**src/common/asr_defs.svh**
```systemverilog
// Constants of the serial result port: widths, reset values, timing counts
`ifndef ASR_DEFS_SVH
`define ASR_DEFS_SVH

// ****************************************************************
// Word and counter widths
// ****************************************************************
`define ASR_WORD_BITS      16
`define ASR_BIT_CNT_W      6
`define ASR_BIT_CNT_MAX    6'h3F
`define ASR_CONV_CNT_W     12

// ****************************************************************
// Reset values
// ****************************************************************
// Field order: spsel cksel rdc cs_n rd_n cnv_n pd sclk inv
`define ASR_PIN_IN_RST     9'h038
`define ASR_PIN_OUT_RST    8'h00

// ****************************************************************
// Timing
// ****************************************************************
`define ASR_CLK_PERIOD_PS  4000
`define ASR_CONV_TIME_NS   1400
`define ASR_CONV_CYCLES    \
  ((`ASR_CONV_TIME_NS * 1000 + `ASR_CLK_PERIOD_PS - 1) / `ASR_CLK_PERIOD_PS)
`define ASR_MCLK_PERIOD_NS 32
`define ASR_MCLK_HALF      \
  ((`ASR_MCLK_PERIOD_NS * 1000) / (2 * `ASR_CLK_PERIOD_PS))
`define ASR_MDIV_W         4

`endif

```
**src/common/asr_pkg.sv**
```systemverilog
// Types shared by the serial result port
package asr_pkg;

  // ****************************************************************
  // Conversion sequencer states
  // ****************************************************************
  typedef enum logic [1:0] {
    ST_IDLE,
    ST_CONV,
    ST_POST
  } asr_state_t;

  // ****************************************************************
  // Pins from outside the clock domain
  // ****************************************************************
  typedef struct packed {
    logic spsel;
    logic cksel;
    logic rdc;
    logic cs_n;
    logic rd_n;
    logic cnv_n;
    logic pd;
    logic sclk;
    logic inv;
  } asr_pin_in_t;

  // ****************************************************************
  // Registered interface outputs
  // ****************************************************************
  typedef struct packed {
    logic sdo;
    logic sdo_oe;
    logic sclk;
    logic sclk_oe;
    logic sync;
    logic sync_oe;
    logic busy;
    logic rderr;
  } asr_pin_out_t;

endpackage

```
**src/hdl/asr_serial_port.sv**
```systemverilog
// Serial result port of a 16-bit sampling converter
`timescale 1ns/1ps
`include "asr_defs.svh"

// Contract
// - Serial port active while serial select high
// - Sixteen bits, MSB first, one per pulse
// - Data stable around the sampling clock edge
// - Clock source low: device drives shift clock
// - Master drives word-valid frame during data
// - Master clock and frame polarity invertible
// - Master read timing: after or during conversion
// - Master read-after: busy holds through sixteen bits
// - Clock source high: host supplies shift clock
// - Slave shifts only with select and read low
// - Slave accepts continuous or idling host clock
// - Slave read-after: read new result after busy
// - Slave read-after host clock up to 40 MHz
// - Chain input only in slave read-after mode
// - Chain bit latched on opposite clock edge
// - Slave read-during: previous result during conversion
// - Unfinished read at conversion end pulses flag
// - Read may straddle into next conversion
// - Select or read high: outputs released
// - Started conversion always runs to completion
module asr_serial_port (
  input  wire logic          clk_i,
  input  wire logic          rst_i,
  input  wire logic          serial_parallel_select_i,
  input  wire logic          clock_source_select_i,
  input  wire logic          read_timing_or_chain_in_i,
  input  wire logic          chip_select_n_i,
  input  wire logic          read_n_i,
  input  wire logic          conversion_start_n_i,
  input  wire logic          power_down_input_i,
  input  wire logic          shift_clock_i,
  input  wire logic          clock_invert_i,
  input  wire logic [15:0]   conv_result_i,
  output logic               serial_result_out_o,
  output logic               serial_result_oe_o,
  output logic               shift_clock_o,
  output logic               shift_clock_oe_o,
  output logic               word_frame_o,
  output logic               word_frame_oe_o,
  output logic               busy_o,
  output logic               incomplete_read_flag_o
);
  import asr_pkg::*;

  // ****************************************************************
  // Constants
  // ****************************************************************
  localparam logic [`ASR_CONV_CNT_W-1:0] CONV_LAST =
    `ASR_CONV_CNT_W'(`ASR_CONV_CYCLES - 1);
  localparam logic [`ASR_MDIV_W-1:0] MDIV_LAST =
    `ASR_MDIV_W'(`ASR_MCLK_HALF - 1);
  localparam logic [`ASR_BIT_CNT_W-1:0] WORD_LAST =
    `ASR_BIT_CNT_W'(`ASR_WORD_BITS - 1);
  localparam logic [`ASR_BIT_CNT_W-1:0] WORD_BITS =
    `ASR_BIT_CNT_W'(`ASR_WORD_BITS);

  // ****************************************************************
  // Functions
  // ****************************************************************
  // Saturating bit counter, so a long daisy chain never wraps
  function automatic logic [`ASR_BIT_CNT_W-1:0] sat_inc(
    input logic [`ASR_BIT_CNT_W-1:0] v
  );
    sat_inc = (v == `ASR_BIT_CNT_MAX) ? v : v + 1'b1;
  endfunction

  // A read counts as started and unfinished between 1 and 15 bits
  function automatic logic partial_read(
    input logic [`ASR_BIT_CNT_W-1:0] v
  );
    partial_read = (v != '0) && (v < WORD_BITS);
  endfunction

  // ****************************************************************
  // Input synchronisers
  // ****************************************************************
  asr_pin_in_t sync1_q;
  asr_pin_in_t sync1_d;
  asr_pin_in_t sync2_q;

  always_comb
  begin
    sync1_d.spsel = serial_parallel_select_i;
    sync1_d.cksel = clock_source_select_i;
    sync1_d.rdc   = read_timing_or_chain_in_i;
    sync1_d.cs_n  = chip_select_n_i;
    sync1_d.rd_n  = read_n_i;
    sync1_d.cnv_n = conversion_start_n_i;
    sync1_d.pd    = power_down_input_i;
    sync1_d.sclk  = shift_clock_i;
    sync1_d.inv   = clock_invert_i;
  end

  // The first stage feeds only the second stage
  always_ff @(posedge clk_i or posedge rst_i)
  begin
    if (rst_i)
    begin
      sync1_q <= asr_pin_in_t'(`ASR_PIN_IN_RST);
      sync2_q <= asr_pin_in_t'(`ASR_PIN_IN_RST);
    end
    else
    begin
      sync1_q <= sync1_d;
      sync2_q <= sync1_q;
    end
  end

  // ****************************************************************
  // Mode decode
  // ****************************************************************
  logic serial_en;
  logic master;
  logic selected;
  logic rdc_mode;
  logic slave_rise;
  logic slave_fall;
  logic sclk_prev_q;

  always_comb
  begin
    serial_en  = sync2_q.spsel;
    master     = !sync2_q.cksel;
    selected   = !(sync2_q.cs_n | sync2_q.rd_n);
    rdc_mode   = sync2_q.rdc;
    // Host clock edges count only while the port is selected
    slave_rise = serial_en && !master && selected &&
                 sync2_q.sclk && !sclk_prev_q;
    slave_fall = serial_en && !master && selected &&
                 !sync2_q.sclk && sclk_prev_q;
  end

  // ****************************************************************
  // Sequencer and shifter state
  // ****************************************************************
  asr_state_t                   st_q;
  asr_state_t                   st_d;
  logic [`ASR_CONV_CNT_W-1:0]   conv_cnt_q;
  logic [`ASR_CONV_CNT_W-1:0]   conv_cnt_d;
  logic [15:0]                  result_q;
  logic [15:0]                  result_d;
  logic [15:0]                  sh_q;
  logic [15:0]                  sh_d;
  logic [`ASR_BIT_CNT_W-1:0]    bit_cnt_q;
  logic [`ASR_BIT_CNT_W-1:0]    bit_cnt_d;
  logic                         chain_q;
  logic                         chain_d;
  logic                         mrun_q;
  logic                         mrun_d;
  logic                         mclk_q;
  logic                         mclk_d;
  logic [`ASR_MDIV_W-1:0]       mdiv_q;
  logic [`ASR_MDIV_W-1:0]       mdiv_d;
  logic                         rderr_d;
  logic                         conv_done;
  logic                         conv_start;

  always_comb
  begin
    st_d       = st_q;
    conv_cnt_d = conv_cnt_q;
    result_d   = result_q;
    sh_d       = sh_q;
    bit_cnt_d  = bit_cnt_q;
    chain_d    = chain_q;
    mrun_d     = mrun_q;
    mclk_d     = mclk_q;
    mdiv_d     = mdiv_q;
    rderr_d    = 1'b0;
    conv_done  = (st_q == ST_CONV) && (conv_cnt_q == CONV_LAST);
    // Power-down only blocks a new start, never a running one
    conv_start = (st_q == ST_IDLE) && !sync2_q.cnv_n && !sync2_q.pd;

    // Master clock engine: data moves on the fall, host samples rise
    if (mrun_q)
    begin
      if (mdiv_q == MDIV_LAST)
      begin
        mdiv_d = '0;
        if (!mclk_q)
        begin
          mclk_d = 1'b1;
        end
        else
        begin
          mclk_d    = 1'b0;
          sh_d      = {sh_q[14:0], 1'b0};
          bit_cnt_d = sat_inc(bit_cnt_q);
          if (bit_cnt_q == WORD_LAST)
          begin
            mrun_d = 1'b0;
          end
        end
      end
      else
      begin
        mdiv_d = mdiv_q + 1'b1;
      end
    end

    // Slave shifter: advance on rise, chain bit caught on fall
    if (slave_rise)
    begin
      sh_d      = {sh_q[14:0], chain_q};
      bit_cnt_d = sat_inc(bit_cnt_q);
    end
    if (slave_fall)
    begin
      // Chaining only outside a conversion, so read-after only
      chain_d = (st_q == ST_IDLE) ? sync2_q.rdc : 1'b0;
    end

    case (st_q)
      ST_IDLE:
      begin
        if (conv_start)
        begin
          st_d       = ST_CONV;
          conv_cnt_d = '0;
          if (serial_en && master && rdc_mode)
          begin
            // Previous word goes out while this conversion runs
            sh_d      = result_q;
            bit_cnt_d = '0;
            mrun_d    = 1'b1;
            mclk_d    = 1'b0;
            mdiv_d    = '0;
          end
        end
      end
      ST_CONV:
      begin
        conv_cnt_d = conv_cnt_q + 1'b1;
        if (conv_done)
        begin
          result_d = conv_result_i;
          if (serial_en && partial_read(bit_cnt_q))
          begin
            rderr_d = 1'b1;
          end
          if (serial_en && master && !rdc_mode)
          begin
            st_d      = ST_POST;
            sh_d      = conv_result_i;
            bit_cnt_d = '0;
            mrun_d    = 1'b1;
            mclk_d    = 1'b0;
            mdiv_d    = '0;
          end
          else
          begin
            st_d = ST_IDLE;
            if (!master)
            begin
              // New word waits for the host after busy falls
              sh_d      = conv_result_i;
              bit_cnt_d = '0;
              chain_d   = 1'b0;
            end
          end
        end
      end
      ST_POST:
      begin
        if (!mrun_q)
        begin
          st_d = ST_IDLE;
        end
      end
      default:
      begin
        st_d = ST_IDLE;
      end
    endcase
  end

  always_ff @(posedge clk_i or posedge rst_i)
  begin
    if (rst_i)
    begin
      st_q        <= ST_IDLE;
      conv_cnt_q  <= '0;
      result_q    <= '0;
      sh_q        <= '0;
      bit_cnt_q   <= '0;
      chain_q     <= 1'b0;
      mrun_q      <= 1'b0;
      mclk_q      <= 1'b0;
      mdiv_q      <= '0;
      sclk_prev_q <= 1'b0;
    end
    else
    begin
      st_q        <= st_d;
      conv_cnt_q  <= conv_cnt_d;
      result_q    <= result_d;
      sh_q        <= sh_d;
      bit_cnt_q   <= bit_cnt_d;
      chain_q     <= chain_d;
      mrun_q      <= mrun_d;
      mclk_q      <= mclk_d;
      mdiv_q      <= mdiv_d;
      sclk_prev_q <= sync2_q.sclk;
    end
  end

  // ****************************************************************
  // Output register
  // ****************************************************************
  asr_pin_out_t pins_q;
  asr_pin_out_t pins_d;

  always_comb
  begin
    pins_d.sdo     = sh_q[15];
    pins_d.sdo_oe  = serial_en && selected;
    // Clock pin leads the data pin by a cycle, so data moves after the fall
    pins_d.sclk    = mclk_d ^ sync2_q.inv;
    pins_d.sclk_oe = serial_en && selected && master;
    pins_d.sync    = mrun_q ^ sync2_q.inv;
    pins_d.sync_oe = serial_en && selected && master;
    pins_d.busy    = (st_q != ST_IDLE);
    pins_d.rderr   = rderr_d;
  end

  always_ff @(posedge clk_i or posedge rst_i)
  begin
    if (rst_i)
    begin
      pins_q <= asr_pin_out_t'(`ASR_PIN_OUT_RST);
    end
    else
    begin
      pins_q <= pins_d;
    end
  end

  // Outputs come straight from the output register
  assign serial_result_out_o    = pins_q.sdo;
  assign serial_result_oe_o     = pins_q.sdo_oe;
  assign shift_clock_o          = pins_q.sclk;
  assign shift_clock_oe_o       = pins_q.sclk_oe;
  assign word_frame_o           = pins_q.sync;
  assign word_frame_oe_o        = pins_q.sync_oe;
  assign busy_o                 = pins_q.busy;
  assign incomplete_read_flag_o = pins_q.rderr;

endmodule
```
**config.mk**
```make
export PLATFORM = sky130hd
export DESIGN_NAME = asr_serial_port
export DESIGN_NICKNAME = d
export VERILOG_FILES = /design/src/common/asr_pkg.sv /design/src/hdl/asr_serial_port.sv
export VERILOG_INCLUDE_DIRS = /design/src /design/src/common
export SDC_FILE = /design/constraint.sdc
export NUM_CORES = 1
export LEC_CHECK = 0
export BUFFER_PORTS_ARGS = -buffer_cell sky130_fd_sc_hd__buf_2
export CORE_UTILIZATION = 49
export CTS_CLUSTER_SIZE = 16
export DETAILED_ROUTE_END_ITERATION = 10
export GPL_ROUTABILITY_DRIVEN = 0
export PLACE_DENSITY = 0.67
export SLEW_MARGIN = 0
export SYNTH_ARGS = -nofsm -noshare
export SYNTH_HDL_FRONTEND = slang
export SYNTH_SLANG_ARGS = --single-unit
```
**constraint.sdc**
```tcl
create_clock -name clk_i -period 3.77 [get_ports clk_i]
set_input_delay 1.131 -clock clk_i [delete_from_list [all_inputs] [get_ports clk_i]]
set_output_delay 1.131 -clock clk_i [all_outputs]
set_load 0.02 [all_outputs]
```
[Word-level counts from Yosys, hierarchy flattened]
Cells that the tools add are included.
Word-level totals
  register bits: 85
  bits in writable memories: 0
  input port bits: 27
  ROM bits: 0
  logic and storage cells: 142
  bits in latches: 0
  memories: 0
Operators by class
  eq/ne operators: 9
  bitwise gates (word level): 3
  $lt $le $gt $ge: 1
  add/sub/neg operators: 3
  mux-type cells: 61
  shift operators: 0
  reduce and logical (&&, ||, !) cells: 30
  $mul: 0
  div/mod/pow operators: 0
Operator list (number)
  $mux 16: 9
  $mux 6: 10
  $pmux 16 s2: 1
  $mux 1: 24
  $mux 4: 6
  $pmux 12 s2: 1
  $logic_and 1x1->1: 16
  $add 12x1->12 const B: 1
  $eq 12x9->1 const B: 1
  $mux 12: 1
  $pmux 6 s2: 1
  $mux 2: 4
  $pmux 4 s2: 1
  $logic_not 1->1: 7
  $add 6x1->6 const B: 1
  $eq 6x4->1 const B: 1
  $eq 6x6->1 const B: 1
  $lt 6x5->1 const B: 1
  $ne 2x2->1 const B: 3
  $pmux 2 s3: 1
  $reduce_bool 6->1: 1
  $add 4x1->4 const B: 1
  $eq 4x2->1 const B: 1
  $pmux 1 s2: 2
  other kinds (8): 11

[Longest topological paths before layout]
Gate-level depths: netlist of run 1.
  word-level depth: 10
  depth in mapped cells: 8
  depth with buffers taken out: 6

[Worst setup path before layout of run 1]
OpenSTA, ideal clock, no wires.
  path kind: reg2reg
  start point: register st_q[0]
  end point: register sh_q[11]
  clock period less this slack: 2134 ps
  data required time: 3644 ps
  data arrival time: 2008 ps
  stages on the path, launching flop included: 7
  setup slack: 1636 ps
  buffers on the path: 2
  cell sequence: dfrtp_1 or4_1 buf_2 nor4b_4 a2bb2oi_2 buf_4 o21ai_1
Between the ends
  longest elaborated chain between the ends: 5
  elaborated cells on any way between the ends: 8
  classes of those cells: eq/ne: 1; mux: 3; reduce/logical: 4
RTL lines
  start: declaration: line asr_serial_port.sv:141  | asr_state_t st_q;
  start signal: assignment: line asr_serial_port.sv:299  | st_q <= st_d;
  $logic_not 2->1: line asr_serial_port.sv:177, asr_serial_port.sv:218
  $logic_and 1x1->1 (2 in a row): line asr_serial_port.sv:177  | conv_start = (st_q == ST_IDLE) && !sync2_q.cnv_n && !sync2_q.pd;
  $mux 16: line asr_serial_port.sv:221  | if (conv_start)
  $pmux 16 s2 (*): line asr_serial_port.sv:218  | case (st_q)
  named net sh_d[11]: line asr_serial_port.sv:148  | logic [15:0] sh_d;
  end signal: assignment: line asr_serial_port.sv:289  | sh_q <= '0;
  end signal: assignment: line asr_serial_port.sv:302  | sh_q <= sh_d;
  end: declaration: line asr_serial_port.sv:147  | logic [15:0] sh_q;
Mark *: on every way through the listed nets, which the timed path passes. The rest lies on a longest branch.
A chain may end at the register's enable or synchronous reset.

[Worst setup path after layout of run 1]
  start point: register st_q[0]
  end point: register sh_q[10]
Same word-level chain as after synthesis.

==> run metrics, run 1 <==
Reg power frac=0.573; cell row count=31; area delta synth->final=12.70%; Highest Signal Layer=met4; crit path cell chain=or4_1 -> nor4b_4 -> buf_4 -> a2bb2oi_2 -> o21ai_0; maximum VDD drop=251.8 uV; port bufs=34; CP arrival=3.03 ns; top cell type's share of synthesized area=0.5380; Post-Route Skew=0.01077 ns; CTS buffer count=9; largest area contributor in the synthesized netlist=dfrtp_1; FF-to-FF End=sh_q[10]$_DFF_PP0_; worst r2r src=st_q[0]$_DFFE_PP0P_; Routed met3 length=190 um; WP data required=3.96 ns; ANT cells=0; HP Class=flop to flop; nets@finish=371; FF+latch count, synth=85; Tightest Pin Transition=0.8307 ns; Post-synth EDFFs=0; R2R depth=5; DIE AREA=7850 um^2; post-detail-place hpwl=4178 um; core area=7253 um^2; register area share after synthesis=0.5809; die height=88.60 um; Power Total=1.661 mW; Net Sw Power=386.3 uW; Cell Count, Final, Fillers Out=443; largest net degree at the start of global routing=86; minimum setup slack among reg-to-reg paths=0.94 ns; CTS sink cnt=85; CP Max Fanout=22; Wirelength per Cell=14.24 um; WHS Endpoint=rdc_mode$_DFF_PP0_; Fin. Hold Viols=0; net switching share of the total power=0.2325; Final period util=0.7519; Avg Inst Size Synth=11.97 um^2; CTS tree=built; Syn. warnings=0; Top-Level Pins=35; Setup crit start kind=flop; CP peak stage delay=0.74 ns; Crit Path Class=flop to flop; P_leak=1.847 nW; relative slew slack=0.4457; status=finished, final reports clean; synthesized instance count=307; clk slew on worst S/H paths=0.09 ns; Critical Path End Type=flop; crit path time final=2.835 ns; CTS Buffer Depth=2; gr ovfl total=0; synth unique cells=50; H-tree depth=3; DRC violations left=0; layout cell share with drive strength beyond 1=0.2384; met2 WL post-DR=2909 um; Root Buffer=clkbuf_8; Net Count, Synth=339; pre-CTS WS=0.8439 ns; initial core utilization=0.5066; Pwr Density=401.2 nW/um^2; antenna viol nets, final=0; Die W=88.60 um; Setup crit start=st_q[0]$_DFFE_PP0P_; DRT Pass-1 Iters=4; Post-Syn Area=3675 um^2; WL met1=3130 um; Hold Path Depth=0; vias in the first global route=2237; Worst-Skew Late Latency=0.35 ns; routed via count=2448; Comb pwr share=0.043; RSZ-0062 raised after global routing=no; initial antenna violation count=0; initial drt markers=57; TNS Setup=0 ns; Slew Viols, Final=0; Setup Fix Bufs, Post-CTS=0; f_max=352.8 MHz; Async S/R FF share, synth=1.000; ys flop type=dfrtp_1; Post-CTS Resized=0; Final WS setup=0.9355 ns; Slowest cell on crit path=or4_1; Max Cap Viol=0; Pint=1.275 mW; Vias/cell=5.526; post-layout util=0.5710; Total Routed Length=6310 um; # placed instances=427; Post-CTS Hold Fix Bufs=0; clock network fraction of total power=0.384; final setup vio count=0; dominant cells by area after synthesis=dfrtp_1 54%, mux2i_1 5.7%, mux2_2 4.9%; Hold Path Origin=sync1_q[6]$_DFF_PP0_; first-pass GRT wire length=10350 um; GRT Util Overall=0.1764
==> through the flow <==
| stage | hold WS (ns) | cell area (um^2) |
|---|---|---|
| after floorplan | 0.3312 | 3675 |
| after global placement | 0.3318 | 3943 |
| after detailed placement | 0.3347 | 3943 |
| after CTS | 0.3537 | 4141 |
| after global routing | 0.3581 | 4141 |
| final | 0.3516 | 4141 |
==> worst max-delay path, delay by kind of cell, from the launching register on <==
kind | cells | cell delay, ns
AND/OR/NAND/NOR | 2 | 1.04
flip-flops | 1 | 0.45
buffers and inverters | 1 | 0.28
AO/OA/AOI/OAI | 2 | 0.90
==> layout make-up <==
cell class                 instances  area [um^2]
fill                             617         3112
sequential                        85         2135
multi-input combinational        197         1440
timing repair buffer              38        212.7
clock buffer                      10        127.6
tap                               99        123.9
clock inverter                     6        71.32
inverter                           8        31.28
==> routing by layer <==
layer	GRT usage	vias to the layer above
li1	-	1199
met1	0.2366	1203
met2	0.2783	39
met3	0.03918	7
met4	0.07478	0
met5	0	-
==> sequential cells by signal (all words and copies together), names as in the netlist, 2 cells and up <==
register / cells
sh_q: 16
result_q: 16
sync1_q: 9
mdiv_q: 4
bit_cnt_q: 6
st_q: 2
conv_cnt_q: 12
sync2_q: 7
==> power by group through the flow <==
stage	logic, mW	clock network [mW]	registers, mW
after floorplan	0.0441	0	0.966
after global placement	0.0728	0	0.969
after detailed placement	0.0738	0	0.970
after CTS	0.0737	0.654	0.952
after global routing	0.0818	0.689	0.955
final	0.0715	0.638	0.952
==> cells in the mapped netlist, drive strengths merged, types with 4 or more instances <==
master  count
mux2       16
and2        4
a32oi      17
clkbuf      6
nand4       4
inv         8
nand3       8
a21oi      13
dfstp       6
o21ai      29
mux2i      21
ha          5
buf        11
nand2      19
nor2       11
and3        4
dfrtp      79
==> cell families (layout without fill, tap and decap cells) <==
logic type,after synthesis,after routing,share of synthesized area
flip-flops,85,85,0.5809
AND/OR/NAND/NOR,79,79,0.1267
AO/OA/AOI/OAI,72,72,0.1284
multiplexers,37,37,0.1062
buffers and inverters,25,62,0.03132
adder cells (fa/ha/maj),5,5,0.01702
XOR/XNOR,4,4,0.009535
==> layout by cell type (no fill, tap or decap), types with 2 or more instances in the layout <==
cell type   count
a211oi_1        2
or2_2           2
nand4_1         4
buf_2          34
inv_1           7
o21ai_0        25
o21ai_1         4
and4_1          2
mux2i_1        21
nor2b_1         3
xor2_1          3
ha_1            5
nand2_1        19
a32oi_1        17
a21oi_1        13
nand3_1         8
clkbuf_8        9
dfrtp_1        79
and2_1          3
dfstp_2         6
clkinv_4        2
clkinvlp_4      2
nor2_1         11
nand2b_1        3
nor4bb_1        2
buf_4           3
mux2_2         16
and3_1          4
nor3_1          2
nor4b_1         2
a311oi_1        2
nand3b_1        3
==> worst max path at each step <==
stage,end,cells after the start
4_1_cts,sh_q[10]$_DFF_PP0_,5
6_report,sh_q[10]$_DFF_PP0_,5
5_1_grt,sh_q[10]$_DFF_PP0_,5
3_5_place_dp,sh_q[10]$_DFF_PP0_,5
2_1_floorplan,bit_cnt_q[0]$_DFF_PP0_,1
3_3_place_gp,sh_q[15]$_DFF_PP0_,5
No activity file was read; power rests on OpenSTA's default activity.
==> run 2: changes to the inputs <==
Settings changed: PLACE_DENSITY 0.67 to 0.7.
Clock period 3.77 ns to 2.5 ns, I/O delays scaled along.
==> run metrics, run 2 (synthesis gave the netlist of run 1 again) <==
status=finished, final reports clean; Slew Viols, Final=0; Vias/cell=5.447; initial antenna violation count=0; dpl cell area=4013 um^2; port bufs=34; CP arrival=2.47 ns; Hold Path Origin=sync1_q[1]$_DFF_PP0_; Fin. Hold Viols=0; CTS buffer count=9; DRT Pass-1 Iters=4; pre-CTS WS=0.2486 ns; P_leak=1.899 nW; initial core utilization=0.5066; Final period util=0.8938; maximum VDD drop=387.6 uV; CTS tree=built; Pwr Density=599.6 nW/um^2; CP Max Fanout=18; die height=88.60 um; Setup Fix Bufs, Post-CTS=0; Post-Route Skew=0.01038 ns; final setup vio count=0; WP data required=2.73 ns; clk slew on worst S/H paths=0.08 ns; initial drt markers=136; Regs by FF count=result_q (16), sh_q (16), conv_cnt_q (12); Post-CTS Resized=0; f_max=447.5 MHz; Wirelength per Cell=14.29 um; post-detail-place hpwl=4413 um; Die W=88.60 um; Tightest Pin Transition=0.5010 ns; Crit Path Class=flop to flop; nets@finish=380; CP bufs+invs=1; Root Buffer=clkbuf_8; CP peak stage delay=0.62 ns; Worst-Skew Late Latency=0.35 ns; crit path time final=2.234 ns; Power Total=2.530 mW; gr ovfl total=0; routed via count=2462; Total Routed Length=6457 um; cell row count=31; vias in the first global route=2420; RSZ-0062 raised after global routing=no; first-pass GRT wire length=11060 um; GRT Util Overall=0.1873; antenna viol nets, final=0; Slowest cell on crit path=or4b_1; Setup crit start=conv_cnt_q[9]$_DFFE_PP0P_; delay-heaviest family, CP=simple AND/OR/NAND/NOR gates; ANT cells=0; HP Class=flop to flop; Final WS setup=0.2656 ns; FF-to-FF End=result_q[2]$_DFFE_PP0P_; worst r2r src=conv_cnt_q[9]$_DFFE_PP0P_; core area=7253 um^2; Max Cap Viol=0; CTS sink cnt=85; most frequent cells in the layout=79 x dfrtp_1, 34 x buf_2, 25 x o21ai_0; crit path cell chain=or4b_1 -> nor4bb_4 -> buf_4 -> mux2_2; CTS Buffer Depth=2; Post-CTS Hold Fix Bufs=0; DRC violations left=0; H-tree depth=3; minimum setup slack among reg-to-reg paths=0.27 ns; TNS Setup=0 ns; DIE AREA=7850 um^2; commonest non-fill, non-tap cell in the layout=dfrtp_1; area delta synth->final=14.81%; Hold Path Depth=0; layout cell share with drive strength beyond 1=0.2606; relative slew slack=0.6614; Setup crit start kind=flop; Critical Path End Type=flop; final instance area=4219 um^2; WHS Endpoint=sync2_q[1]$_DFF_PP0_; Top-Level Pins=35; largest net degree at the start of global routing=86; R2R depth=4
==> run 2: report_power, final <==
group	internal [mW]	switching [mW]	leakage, nW	total [mW]
clock	0.496	0.487	0.103	0.982
sequential	1.41	0.0230	1.02	1.43
combinational	0.0440	0.0686	0.771	0.113
total	1.95	0.578	1.90	2.53
==> run 2: per-stage QoR <==
stage,hold WS (ns),instances,utilization
floorplan,0.3312,307,-
global placement,0.3327,436,0.5532
detailed placement,0.3355,436,0.5532
CTS,0.3552,452,0.5817
global route,0.3591,452,0.5817
finish,0.3531,452,0.5817
==> run 2: worst max-delay path by stage <==
stage / cells past startpoint / end
3_5_place_dp: 4 / result_q[11]$_DFFE_PP0P_
3_3_place_gp: 4 / result_q[0]$_DFFE_PP0P_
4_1_cts: 4 / result_q[0]$_DFFE_PP0P_
6_report: 4 / result_q[2]$_DFFE_PP0P_
5_1_grt: 6 / result_q[2]$_DFFE_PP0P_
2_1_floorplan: 6 / sh_q[11]$_DFF_PP0_
==> run 2: cell type report <==
cell class	count	area [um^2]
Fill cell	610	3034
Sequential cell	85	2135
Multi-Input combinational cell	197	1440
Timing Repair Buffer	47	280.3
Clock buffer	10	137.6
Tap cell	99	123.9
Clock inverter	6	68.82
Inverter	8	33.78
==> run 2: per-layer routing <==
| metal | vias up | GRT usage | wire (um) |
|---|---|---|---|
| li1 | 1214 | - | - |
| met1 | 1197 | 0.2455 | 3118 |
| met2 | 45 | 0.3063 | 3076 |
| met3 | 6 | 0.04198 | 182 |
| met4 | 0 | 0.07038 | 78 |
| met5 | - | 0 | 0 |
